[src/include/opmode_consts.vh]
// Constants for the operating mode controller
`ifndef OPMODE_CONSTS_VH
`define OPMODE_CONSTS_VH
// Operating mode state codes
`define MODE_INIT      3'h0
`define MODE_NORMAL    3'h1
`define MODE_STOP      3'h2
`define MODE_SLEEP     3'h3
`define MODE_RESTART   3'h4
// Mode request field of a mode command
`define MREQ_NORMAL    2'h0
`define MREQ_SLEEP     2'h1
`define MREQ_STOP      2'h2
`define MREQ_SOFT_RST  2'h3
// Command targets
`define TGT_MODE       3'h0
`define TGT_WD         3'h1
`define TGT_HS         3'h2
`define TGT_BDCP       3'h3
`define TGT_CAN        3'h4
`define TGT_CYC_SENSE  3'h5
`define TGT_CYC_WAKE   3'h6
`define TGT_STATUS     3'h7
// CAN transceiver states
`define CAN_OFF        2'h0
`define CAN_WAKE_CAP   2'h1
`define CAN_ON         2'h2
`define CAN_WOKEN      2'h3
// Cyclic time bases
`define TB_TIMER1      2'h0
`define TB_TIMER2      2'h1
`define TB_SYNC        2'h2
// Field positions inside cmd_data
`define CS_EN_BIT      0
`define CS_TB_LSB      1
`define CW_EN_BIT      0
`define CW_TB_BIT      1
`define BD_EN_BIT      0
`define CP_EN_BIT      1
// Soft reset and power-up values
`define WD_CFG_RST     8'h00
`define HS_CFG_RST     4'h0
`define BDCP_CFG_RST   2'h0
`define CAN_CFG_RST    2'h0
`define CS_CFG_RST     3'h0
`define CW_CFG_RST     2'h0
`endif

[src/core/operating_mode_controller.v]
// Operating mode controller: mode state, configuration gating, function enables
// Functional notes
// Enter Init once supply passes power-on threshold
// Watchdog runs long window after reset release; only in Init here, not on the release after Restart
// Watchdog configuration locked in Init
// Init: regulator on, all functions off
// Init: CAN off unless software development mode
// Normal: all functions configurable and switchable
// Normal: cyclic sense timer1, timer2 or sync
// Normal: cyclic wake timer1 or timer2
// Stop: reject writes, flag error, with exceptions
// Stop: wake events raise masked interrupt only
// Stop: regulator low power, bridge, pump off
// Stop: configuration frozen from Normal mode
// Host configures everything before low-power entry
// Stop/Sleep: low-side braking still allowed
// Sleep: regulator, watchdog, bridge, pump off
// Sleep: CAN wake-capable or off per config
// Restart: reset output held low throughout
// Restart: disable watchdog, switches, cyclic functions
// Restart: regulator on or ramping up
// Restart: CAN woken, wake-capable or off
// Init: any valid command moves to Normal
// Soft reset from Normal/Stop returns Init
// Single synchronous mode register, one mode
// Enables derived from mode and configuration
`include "opmode_consts.vh"
module operating_mode_controller (
    // Clock and reset
    input  wire       mclk,
    input  wire       rst_n,
    // Supply supervision
    input  wire       por_ok,          // Supply above power-on threshold
    input  wire       reg_good,        // Main regulator above reset threshold
    // Command path, one pulse per protocol-valid frame
    input  wire       cmd_valid,
    input  wire       cmd_write,
    input  wire [2:0] cmd_target,
    input  wire [7:0] cmd_data,
    // Events from the rest of the device
    input  wire       restart_req,     // Failure needing a host reset
    input  wire       sleep_wake,      // Wake event while sleeping
    input  wire       can_bus_wake,    // Wake-up seen on the CAN bus
    input  wire       wake_event,      // Any wake source while stopped
    input  wire       wake_int_mask,   // High lets wake events interrupt
    input  wire       brake_req,       // Parking or overvoltage brake request
    input  wire       sdm_strap,       // Test pin pulled low selects SDM
    // Mode and reset toward the host
    output reg  [2:0] mode_q,
    output reg        reset_out_n,
    output reg        int_out_n,
    output reg        cmd_error_q,
    output reg        sdm_q,
    // Function enables
    output reg        main_supply_regulator_on,
    output reg        regulator_low_power,
    output reg        watchdog_timer_run,
    output reg        long_open_window,
    output reg  [7:0] watchdog_cfg,
    output reg  [3:0] high_side_switches,
    output reg        bridge_drivers,
    output reg        charge_pump,
    output reg        low_side_brake,
    output reg  [1:0] can_state,
    output reg        cyc_sense_en,
    output reg  [1:0] cyc_sense_tb,
    output reg        cyc_wake_en,
    output reg  [1:0] cyc_wake_tb
);
    // Stored configuration
    reg  [7:0] wd_cfg_q;               // Watchdog settings
    reg  [3:0] hs_cfg_q;               // High-side switch on bits
    reg  [1:0] bdcp_cfg_q;             // Bridge and pump enables
    reg  [1:0] can_cfg_q;              // CAN state chosen by host
    reg  [2:0] cs_cfg_q;               // Cyclic sense enable and base
    reg  [1:0] cw_cfg_q;               // Cyclic wake enable and base
    reg        can_woke_q;             // Bus wake seen during restart
    reg        int_req_q;              // Pending wake interrupt
    reg        rst_rel_q;              // Reset released since power-up or Restart
    // Next values
    reg  [2:0] mode_d;
    reg  [7:0] wd_cfg_d;
    reg  [3:0] hs_cfg_d;
    reg  [1:0] bdcp_cfg_d;
    reg  [1:0] can_cfg_d;
    reg  [2:0] cs_cfg_d;
    reg  [1:0] cw_cfg_d;
    reg        err_set;
    reg        sdm_d;
    // Decoded command
    wire       is_mode = cmd_valid && cmd_write && (cmd_target == `TGT_MODE);
    wire [1:0] mreq    = cmd_data[1:0];
    wire       is_clr  = cmd_valid && cmd_write && (cmd_target == `TGT_STATUS);
    // True for a write that only a configurable mode may take
    function cfg_write;
        input       v;
        input       w;
        input [2:0] t;
        begin
            cfg_write = v && w && (t != `TGT_MODE) && (t != `TGT_STATUS);
        end
    endfunction
    // Cyclic sense base must be one of the three legal sources
    function tb_ok;
        input [1:0] tb;
        begin
            tb_ok = (tb != 2'h3);
        end
    endfunction
    wire cfg_wr = cfg_write(cmd_valid, cmd_write, cmd_target);
    // Mode transitions and configuration updates
    always @* begin
        mode_d     = mode_q;
        wd_cfg_d   = wd_cfg_q;
        hs_cfg_d   = hs_cfg_q;
        bdcp_cfg_d = bdcp_cfg_q;
        can_cfg_d  = can_cfg_q;
        cs_cfg_d   = cs_cfg_q;
        cw_cfg_d   = cw_cfg_q;
        err_set    = 1'b0;
        sdm_d      = sdm_q;
        case (mode_q)
            `MODE_INIT: begin
                // Hosts talk only once reset is up; any frame leaves Init
                if (cmd_valid && rst_rel_q) begin
                    mode_d = `MODE_NORMAL;
                    sdm_d  = ~sdm_strap;
                    // Sleep, stop or soft reset requests here are illegal jumps
                    if (is_mode && (mreq != `MREQ_NORMAL))
                        err_set = 1'b1;
                    // Watchdog settings stay at the long window here
                    if (cfg_wr && cmd_target == `TGT_WD)
                        err_set = 1'b1;
                end
            end
            `MODE_NORMAL: begin
                if (restart_req) begin
                    mode_d = `MODE_RESTART;
                end else if (is_mode) begin
                    case (mreq)
                        `MREQ_SLEEP:    mode_d = `MODE_SLEEP;
                        `MREQ_STOP:     mode_d = `MODE_STOP;
                        `MREQ_SOFT_RST: mode_d = `MODE_INIT;
                        default:        mode_d = `MODE_NORMAL;
                    endcase
                end else if (cfg_wr) begin
                    case (cmd_target)
                        `TGT_WD:   wd_cfg_d   = cmd_data;
                        `TGT_HS:   hs_cfg_d   = cmd_data[3:0];
                        `TGT_BDCP: bdcp_cfg_d = cmd_data[1:0];
                        `TGT_CAN:  can_cfg_d  = cmd_data[1:0];
                        `TGT_CYC_SENSE: begin
                            if (tb_ok(cmd_data[`CS_TB_LSB+1:`CS_TB_LSB]))
                                cs_cfg_d = cmd_data[2:0];
                            else
                                err_set = 1'b1;
                        end
                        `TGT_CYC_WAKE: cw_cfg_d = cmd_data[1:0];
                        default: err_set = 1'b0;
                    endcase
                end
            end
            `MODE_STOP: begin
                if (restart_req) begin
                    mode_d = `MODE_RESTART;
                end else if (is_mode) begin
                    // Only back to Normal or soft reset are allowed
                    if (mreq == `MREQ_NORMAL)
                        mode_d = `MODE_NORMAL;
                    else if (mreq == `MREQ_SOFT_RST)
                        mode_d = `MODE_INIT;
                    else
                        err_set = 1'b1;
                end else if (cfg_wr && cmd_target != `TGT_WD) begin
                    // Watchdog refresh passes; other writes are dropped
                    err_set = 1'b1;
                end
            end
            `MODE_SLEEP: begin
                // Regulator is off so no commands arrive; wake restarts
                if (sleep_wake)
                    mode_d = `MODE_RESTART;
            end
            `MODE_RESTART: begin
                // Watchdog, high-side and cyclic settings are dropped on entry
                wd_cfg_d = `WD_CFG_RST;
                hs_cfg_d = `HS_CFG_RST;
                cs_cfg_d = `CS_CFG_RST;
                cw_cfg_d = `CW_CFG_RST;
                if (reg_good && !restart_req)
                    mode_d = `MODE_NORMAL;
            end
            default: mode_d = `MODE_INIT;
        endcase
        // Soft reset restores every setting
        if (mode_d == `MODE_INIT && mode_q != `MODE_INIT) begin
            wd_cfg_d   = `WD_CFG_RST;
            hs_cfg_d   = `HS_CFG_RST;
            bdcp_cfg_d = `BDCP_CFG_RST;
            can_cfg_d  = `CAN_CFG_RST;
            cs_cfg_d   = `CS_CFG_RST;
            cw_cfg_d   = `CW_CFG_RST;
        end
    end
    // Mode register and configuration storage
    always @(posedge mclk) begin
        if (!rst_n || !por_ok) begin
            // Power-up lands in Init with defaults
            mode_q     <= `MODE_INIT;
            wd_cfg_q   <= `WD_CFG_RST;
            hs_cfg_q   <= `HS_CFG_RST;
            bdcp_cfg_q <= `BDCP_CFG_RST;
            can_cfg_q  <= `CAN_CFG_RST;
            cs_cfg_q   <= `CS_CFG_RST;
            cw_cfg_q   <= `CW_CFG_RST;
            sdm_q      <= 1'b0;
        end else begin
            mode_q     <= mode_d;
            wd_cfg_q   <= wd_cfg_d;
            hs_cfg_q   <= hs_cfg_d;
            bdcp_cfg_q <= bdcp_cfg_d;
            can_cfg_q  <= can_cfg_d;
            cs_cfg_q   <= cs_cfg_d;
            cw_cfg_q   <= cw_cfg_d;
            sdm_q      <= sdm_d;
        end
    end
    // Reset release tracking, bus wake capture, sticky flags
    always @(posedge mclk) begin
        if (!rst_n || !por_ok) begin
            rst_rel_q   <= 1'b0;
            can_woke_q  <= 1'b0;
            int_req_q   <= 1'b0;
            cmd_error_q <= 1'b0;
        end else begin
            // Reset drops again in Restart; Init waits for the regulator
            if (mode_q == `MODE_RESTART)
                rst_rel_q <= 1'b0;
            else if (reg_good)
                rst_rel_q <= 1'b1;
            // Bus wake during restart shows as woken
            if (mode_q == `MODE_RESTART && can_bus_wake)
                can_woke_q <= 1'b1;
            else if (mode_q != `MODE_RESTART)
                can_woke_q <= 1'b0;
            // Set wins over a clear in the same cycle
            if (mode_q == `MODE_STOP && wake_event && wake_int_mask)
                int_req_q <= 1'b1;
            else if (is_clr)
                int_req_q <= 1'b0;
            if (err_set)
                cmd_error_q <= 1'b1;
            else if (is_clr)
                cmd_error_q <= 1'b0;
        end
    end
    // Combinational enables from mode and configuration
    reg        reg_on_d;
    reg        reg_lp_d;
    reg        wd_run_d;
    reg        lw_d;
    reg  [3:0] hs_d;
    reg        bd_d;
    reg        cp_d;
    reg        brk_d;
    reg  [1:0] can_d;
    reg        cs_d;
    reg        cw_d;
    reg        rst_out_d;
    always @* begin
        reg_on_d  = 1'b1;
        reg_lp_d  = 1'b0;
        wd_run_d  = 1'b0;
        lw_d      = 1'b0;
        hs_d      = 4'h0;
        bd_d      = 1'b0;
        cp_d      = 1'b0;
        brk_d     = 1'b0;
        can_d     = `CAN_OFF;
        cs_d      = 1'b0;
        cw_d      = 1'b0;
        rst_out_d = rst_rel_q;
        case (mode_q)
            `MODE_INIT: begin
                // Only the regulator, the long window and, with sdm_strap low, CAN run
                wd_run_d = rst_rel_q;
                lw_d     = 1'b1;
                can_d    = sdm_strap ? `CAN_OFF : `CAN_ON;
            end
            `MODE_NORMAL: begin
                wd_run_d = 1'b1;
                hs_d     = hs_cfg_q;
                bd_d     = bdcp_cfg_q[`BD_EN_BIT];
                cp_d     = bdcp_cfg_q[`CP_EN_BIT];
                can_d    = sdm_q && (can_cfg_q == `CAN_OFF) ? `CAN_ON : can_cfg_q;
                cs_d     = cs_cfg_q[`CS_EN_BIT];
                cw_d     = cw_cfg_q[`CW_EN_BIT];
            end
            `MODE_STOP: begin
                // Regulator stays on at low quiescent current
                reg_lp_d = 1'b1;
                wd_run_d = 1'b1;
                hs_d     = hs_cfg_q;
                can_d    = can_cfg_q;
                cs_d     = cs_cfg_q[`CS_EN_BIT];
                cw_d     = cw_cfg_q[`CW_EN_BIT];
                brk_d    = brake_req;
            end
            `MODE_SLEEP: begin
                reg_on_d = 1'b0;
                hs_d     = hs_cfg_q;
                cs_d     = cs_cfg_q[`CS_EN_BIT];
                cw_d     = cw_cfg_q[`CW_EN_BIT];
                // Only wake detection survives, never a full transceiver
                can_d    = (can_cfg_q == `CAN_OFF) ? `CAN_OFF : `CAN_WAKE_CAP;
                brk_d    = brake_req;
            end
            `MODE_RESTART: begin
                // Regulator may still be ramping; reset held low
                reg_on_d  = 1'b1;
                rst_out_d = 1'b0;
                if (can_woke_q)
                    can_d = `CAN_WOKEN;
                else
                    can_d = (can_cfg_q == `CAN_OFF) ? `CAN_OFF : `CAN_WAKE_CAP;
            end
            default: reg_on_d = 1'b1;
        endcase
    end
    // Registered outputs; one cycle behind the mode register
    always @(posedge mclk) begin
        if (!rst_n || !por_ok) begin
            reset_out_n              <= 1'b0;
            int_out_n                <= 1'b1;
            main_supply_regulator_on <= 1'b0;
            regulator_low_power      <= 1'b0;
            watchdog_timer_run       <= 1'b0;
            long_open_window         <= 1'b0;
            watchdog_cfg             <= `WD_CFG_RST;
            high_side_switches       <= 4'h0;
            bridge_drivers           <= 1'b0;
            charge_pump              <= 1'b0;
            low_side_brake           <= 1'b0;
            can_state                <= `CAN_OFF;
            cyc_sense_en             <= 1'b0;
            cyc_sense_tb             <= `TB_TIMER1;
            cyc_wake_en              <= 1'b0;
            cyc_wake_tb              <= `TB_TIMER1;
        end else begin
            reset_out_n              <= rst_out_d;
            int_out_n                <= ~int_req_q;
            main_supply_regulator_on <= reg_on_d;
            regulator_low_power      <= reg_lp_d;
            watchdog_timer_run       <= wd_run_d;
            long_open_window         <= lw_d;
            watchdog_cfg             <= wd_cfg_q;
            high_side_switches       <= hs_d;
            bridge_drivers           <= bd_d;
            charge_pump              <= cp_d;
            low_side_brake           <= brk_d;
            can_state                <= can_d;
            cyc_sense_en             <= cs_d;
            cyc_sense_tb             <= cs_cfg_q[`CS_TB_LSB+1:`CS_TB_LSB];
            cyc_wake_en              <= cw_d;
            cyc_wake_tb              <= {1'b0, cw_cfg_q[`CW_TB_BIT]};
        end
    end
endmodule // operating_mode_controller

[config.mk]
export PLATFORM = sky130hd
export DESIGN_NAME = operating_mode_controller
export DESIGN_NICKNAME = d
export VERILOG_FILES = /design/src/core/operating_mode_controller.v
export VERILOG_INCLUDE_DIRS = /design/src /design/src/include
export SDC_FILE = /design/constraint.sdc
export NUM_CORES = 1
export LEC_CHECK = 0
export BUFFER_PORTS_ARGS = -buffer_cell sky130_fd_sc_hd__clkbuf_2
export CORE_MARGIN = 1.5
export CORE_UTILIZATION = 53
export CTS_BUF_LIST = sky130_fd_sc_hd__clkbuf_16
export DETAILED_ROUTE_END_ITERATION = 10
export HOLD_SLACK_MARGIN = 0.08
export PLACE_DENSITY = 0.84
export SLEW_MARGIN = 5
export SYNTH_ARGS = -nofsm -noshare
export SYNTH_HDL_FRONTEND = slang
export SYNTH_SLANG_ARGS = --single-unit
[constraint.sdc]
create_clock -name mclk -period 2.3 [get_ports mclk]
set_input_delay 0.345 -clock mclk [delete_from_list [all_inputs] [get_ports mclk]]
set_output_delay 0.345 -clock mclk [all_outputs]
set_load 0.02 [all_outputs]
==> flow_summary.yaml <==
synth:
  syn_area_um2: 2530
  synth_top_family_by_area: "simple AND/OR/NAND/NOR gates"
  area_share_of_and_or_nand_nor_cells_after_synthesis_pct: 22.21
  ys_warn_count: 0
  post_synth_main_area_contributors: "dfxtp_1, mux2i_1, and3_1, a31oi_1, nor2_1"
  yosysTopAreaCellShare_pct: 45.10
  ys_seq_area_share_pct: 45.10
  netlist-cell-type-count: 52
  net_count_after_synthesis: 295
  compound_cell_area_share_of_the_yosys_netlist_pct: 17.71
  synth-seq-cells: 57
  post_synth_xor_area_fraction_pct: 0.3462
  synth_async_sr_flop_share_pct: 0
  netlist.top_cell.by_area: "dfxtp_1"
  postSynthAreaPerCell_um2: 9.475
  yosys-mux-area-fraction_pct: 6.726
  post_synth_inst_count: 267
  dominantRegCellSynth: "dfxtp_1"
  synth-adder-area-share_pct: 1.978
  synth_enable_flop_cells: 0
placement:
  dp_hpwl_um: 4330
  buffer_ports.inserted: 56
  detailedPlace.worstSlack_ns: 0.1524
  place.gp.congestion: 0.9771
global_routing:
  vias_in_the_first_global_route: 2216
  grt_pass1_wl_um: 10500
  antenna_found_initial: 0
  grt_start_max_net_pins: 23
  grt-ovfl-total: 0
  track_usage_pct: 26.58
timing:
  setup_viol: 0
  final_min_period_over_clock_period_pct: 92.75
  skew_ns: 0.003025
  relSlewSlack_pct: 61.07
  timing.final.hold_violations: 0
  setup_total_negative_slack_ns: 0
  timing_max_transition_violations_final: 0
  tightest_slew_ns: 0.5840
  grt_setup_unrepaired: "no"
  period_needed_ns: 2.133
  timing.fmax_mhz: 468.8
  final.setup.worst_slack_ns: 0.1668
  holdWs_ns: 0.2387
route:
  wirelength_um: 6504
  final_antenna_net_count: 0
  drt-initial-drc-count: 212
  vias_per_cell: 6.015
  firstDrtPassIters: 5
  post_drt_wl_per_cell_um: 16.76
  route.vias.total: 2334
  drcViolationCount: 0
clock_network:
  tritoncts: "built"
  cts_htree_levels: 3
  clock_sink_count: 57
  total_clock_buffers_created_by_cts: 9
  clk_pin_slew_ns: 0.05
  cts-root-to-sink-buffers: 2
  postCtsHoldBufs: 0
  clk-insertion-delay-late_ns: 0.33
  cts-root-buf: "clkbuf_16"
floorplanning:
  die_y_um: 72.09
  placement_rows: 24
  dieWidth_um: 72.09
  die-area_um2: 5197
  ioPinCount: 58
  core_region_area_um2: 4474
  initial_core_util_pct: 56.54
worst_hold_path:
  min-delay-path-class: "in -> reg"
setup_path:
  required_ns: 2.55
  critical_path_peak_fanout: 22
  start_kind: "flop"
  worst_setup_path_end_kind: "flop"
  ws_path_type: "reg -> reg"
  cp_data_arrival_time_ns: 2.38
layout:
  antenna_diodes: 0
  drive_above_1_share_pct: 30.36
  filler_cell_count: 326
  area_delta_synth_final_pct: 27.65
  num-nets-final: 359
power_and_ir_drop:
  cellLeakagePower_nw: 1.430
  power.density_cell_area_nw_per_um2: 786.7
  total_power_mw: 2.540
  max-vdd-ir-drop_mv: 0.4947
job:
  max_cap_viol_count: 0
status:
  outcome: "complete, no violations"
metrics by stage:
| step | area, µm² | util [%] | std cells |
|---|---|---|---|
| floorplan | 2530 | - | 267 |
| global placement | 2907 | 64.96 | 372 |
| detailed placement | 2907 | 64.96 | 372 |
| CTS | 3226 | 72.09 | 388 |
| global route | 3229 | 72.18 | 388 |
| finish | 3229 | 72.18 | 388 |
synthesized netlist by cell type, drive strengths merged, types with 2 or more instances:
library cell   n
nor4           3
nor4b          2
inv            8
or3            2
dfxtp         57
a31o           2
nor2b          4
a32oi          4
ha             4
nand3         11
nand2b         6
o22ai          2
o21ai         11
mux2i         17
nor2          17
nor3           6
a21oi          9
a22oi          4
a31oi         18
and3          17
clkbuf        10
buf           11
and2          10
nand2         12
logic make-up (layout without fill, tap and decap cells):
family | after synthesis | after routing
simple gates | 98 | 98
compound gates | 60 | 60
flops | 57 | 57
buf+inv | 29 | 98
mux | 17 | 17
fa+ha+maj | 4 | 4
other cells | 1 | 1
xor+xnor | 1 | 1
path summary, 6_finish.rpt:
| kind | depth (start not counted) | end | slack (ns) | startpoint |
|---|---|---|---|---|
| setup / recovery | 6 | wd_cfg_q[5] | 0.17 | mode_q[1] |
| setup reg to reg | 6 | wd_cfg_q[5] | 0.17 | mode_q[1] |
| hold / removal | 2 | sdm_q | 0.24 | sdm_strap |
| hold reg to reg | 1 | int_out_n | 0.39 | int_req_q |
critical path, stage by stage (launching register included):
cell and delay [ns]:
dfxtp_1 0.50, or3b_1 0.43, or3_1 0.34, a22oi_1 0.24
o21bai_1 0.16, buf_12 0.19, a32oi_2 0.20
layout make-up:
class | instances | area, µm² | share of cell area (%)
clock buffer | 9 | 225.2 | 6.974
clock inverter | 7 | 93.84 | 2.906
inverter | 8 | 30.03 | 0.9299
multi-input combinational | 181 | 1246 | 38.59
sequential | 57 | 1141 | 35.33
tap | 52 | 65.06 | 2.015
timing repair buffer | 74 | 427.9 | 13.25
flip-flops by register name, summed over array words and instances (netlist names), 3 cells and up:
| register | cells |
|---|---|
| wd_cfg_q | 8 |
| cs_cfg_q | 3 |
| mode_q | 3 |
| hs_cfg_q | 4 |
| watchdog_cfg | 8 |
| high_side_switches | 4 |
repair_timing:
item / 4_1_cts / 5_1_grt
setup endpoints to repair: 0 / 8
setup buffers: 0 / 0
resized for setup: 0 / 1
cells in the final DEF (no fill, tap or decap), drive strengths merged, types with 3 or more instances in the layout:
master / netlist / final
nand3: 11 / 11
nand2b: 6 / 6
clkinv: 0 / 3
inv: 8 / 9
dfxtp: 57 / 57
a21oi: 9 / 9
buf: 11 / 18
a32oi: 4 / 4
mux2i: 17 / 17
nor3: 6 / 6
a31oi: 18 / 18
nor4: 3 / 3
ha: 4 / 4
and3: 17 / 17
a22oi: 4 / 4
nor2: 17 / 17
and2: 10 / 10
nand2: 12 / 12
o21ai: 11 / 11
clkbuf: 10 / 65
nor2b: 4 / 4
routing by layer:
layer  part of all wire [%]  track usage, %  vias up
met2                     47           41.56      149
met1                     41           33.16     1063
met5                      0               0        -
met3                    8.4           8.889       25
li1                       -               -     1097
met4                    3.1           12.58        0
power by group:
| group | internal, mW | switching, mW | total, mW |
|---|---|---|---|
| combinational | 0.0510 | 0.0853 | 0.136 |
| clock | 0.946 | 0.462 | 1.41 |
| sequential | 0.994 | 0.00237 | 0.996 |
No activity file was read; power rests on OpenSTA's default activity.
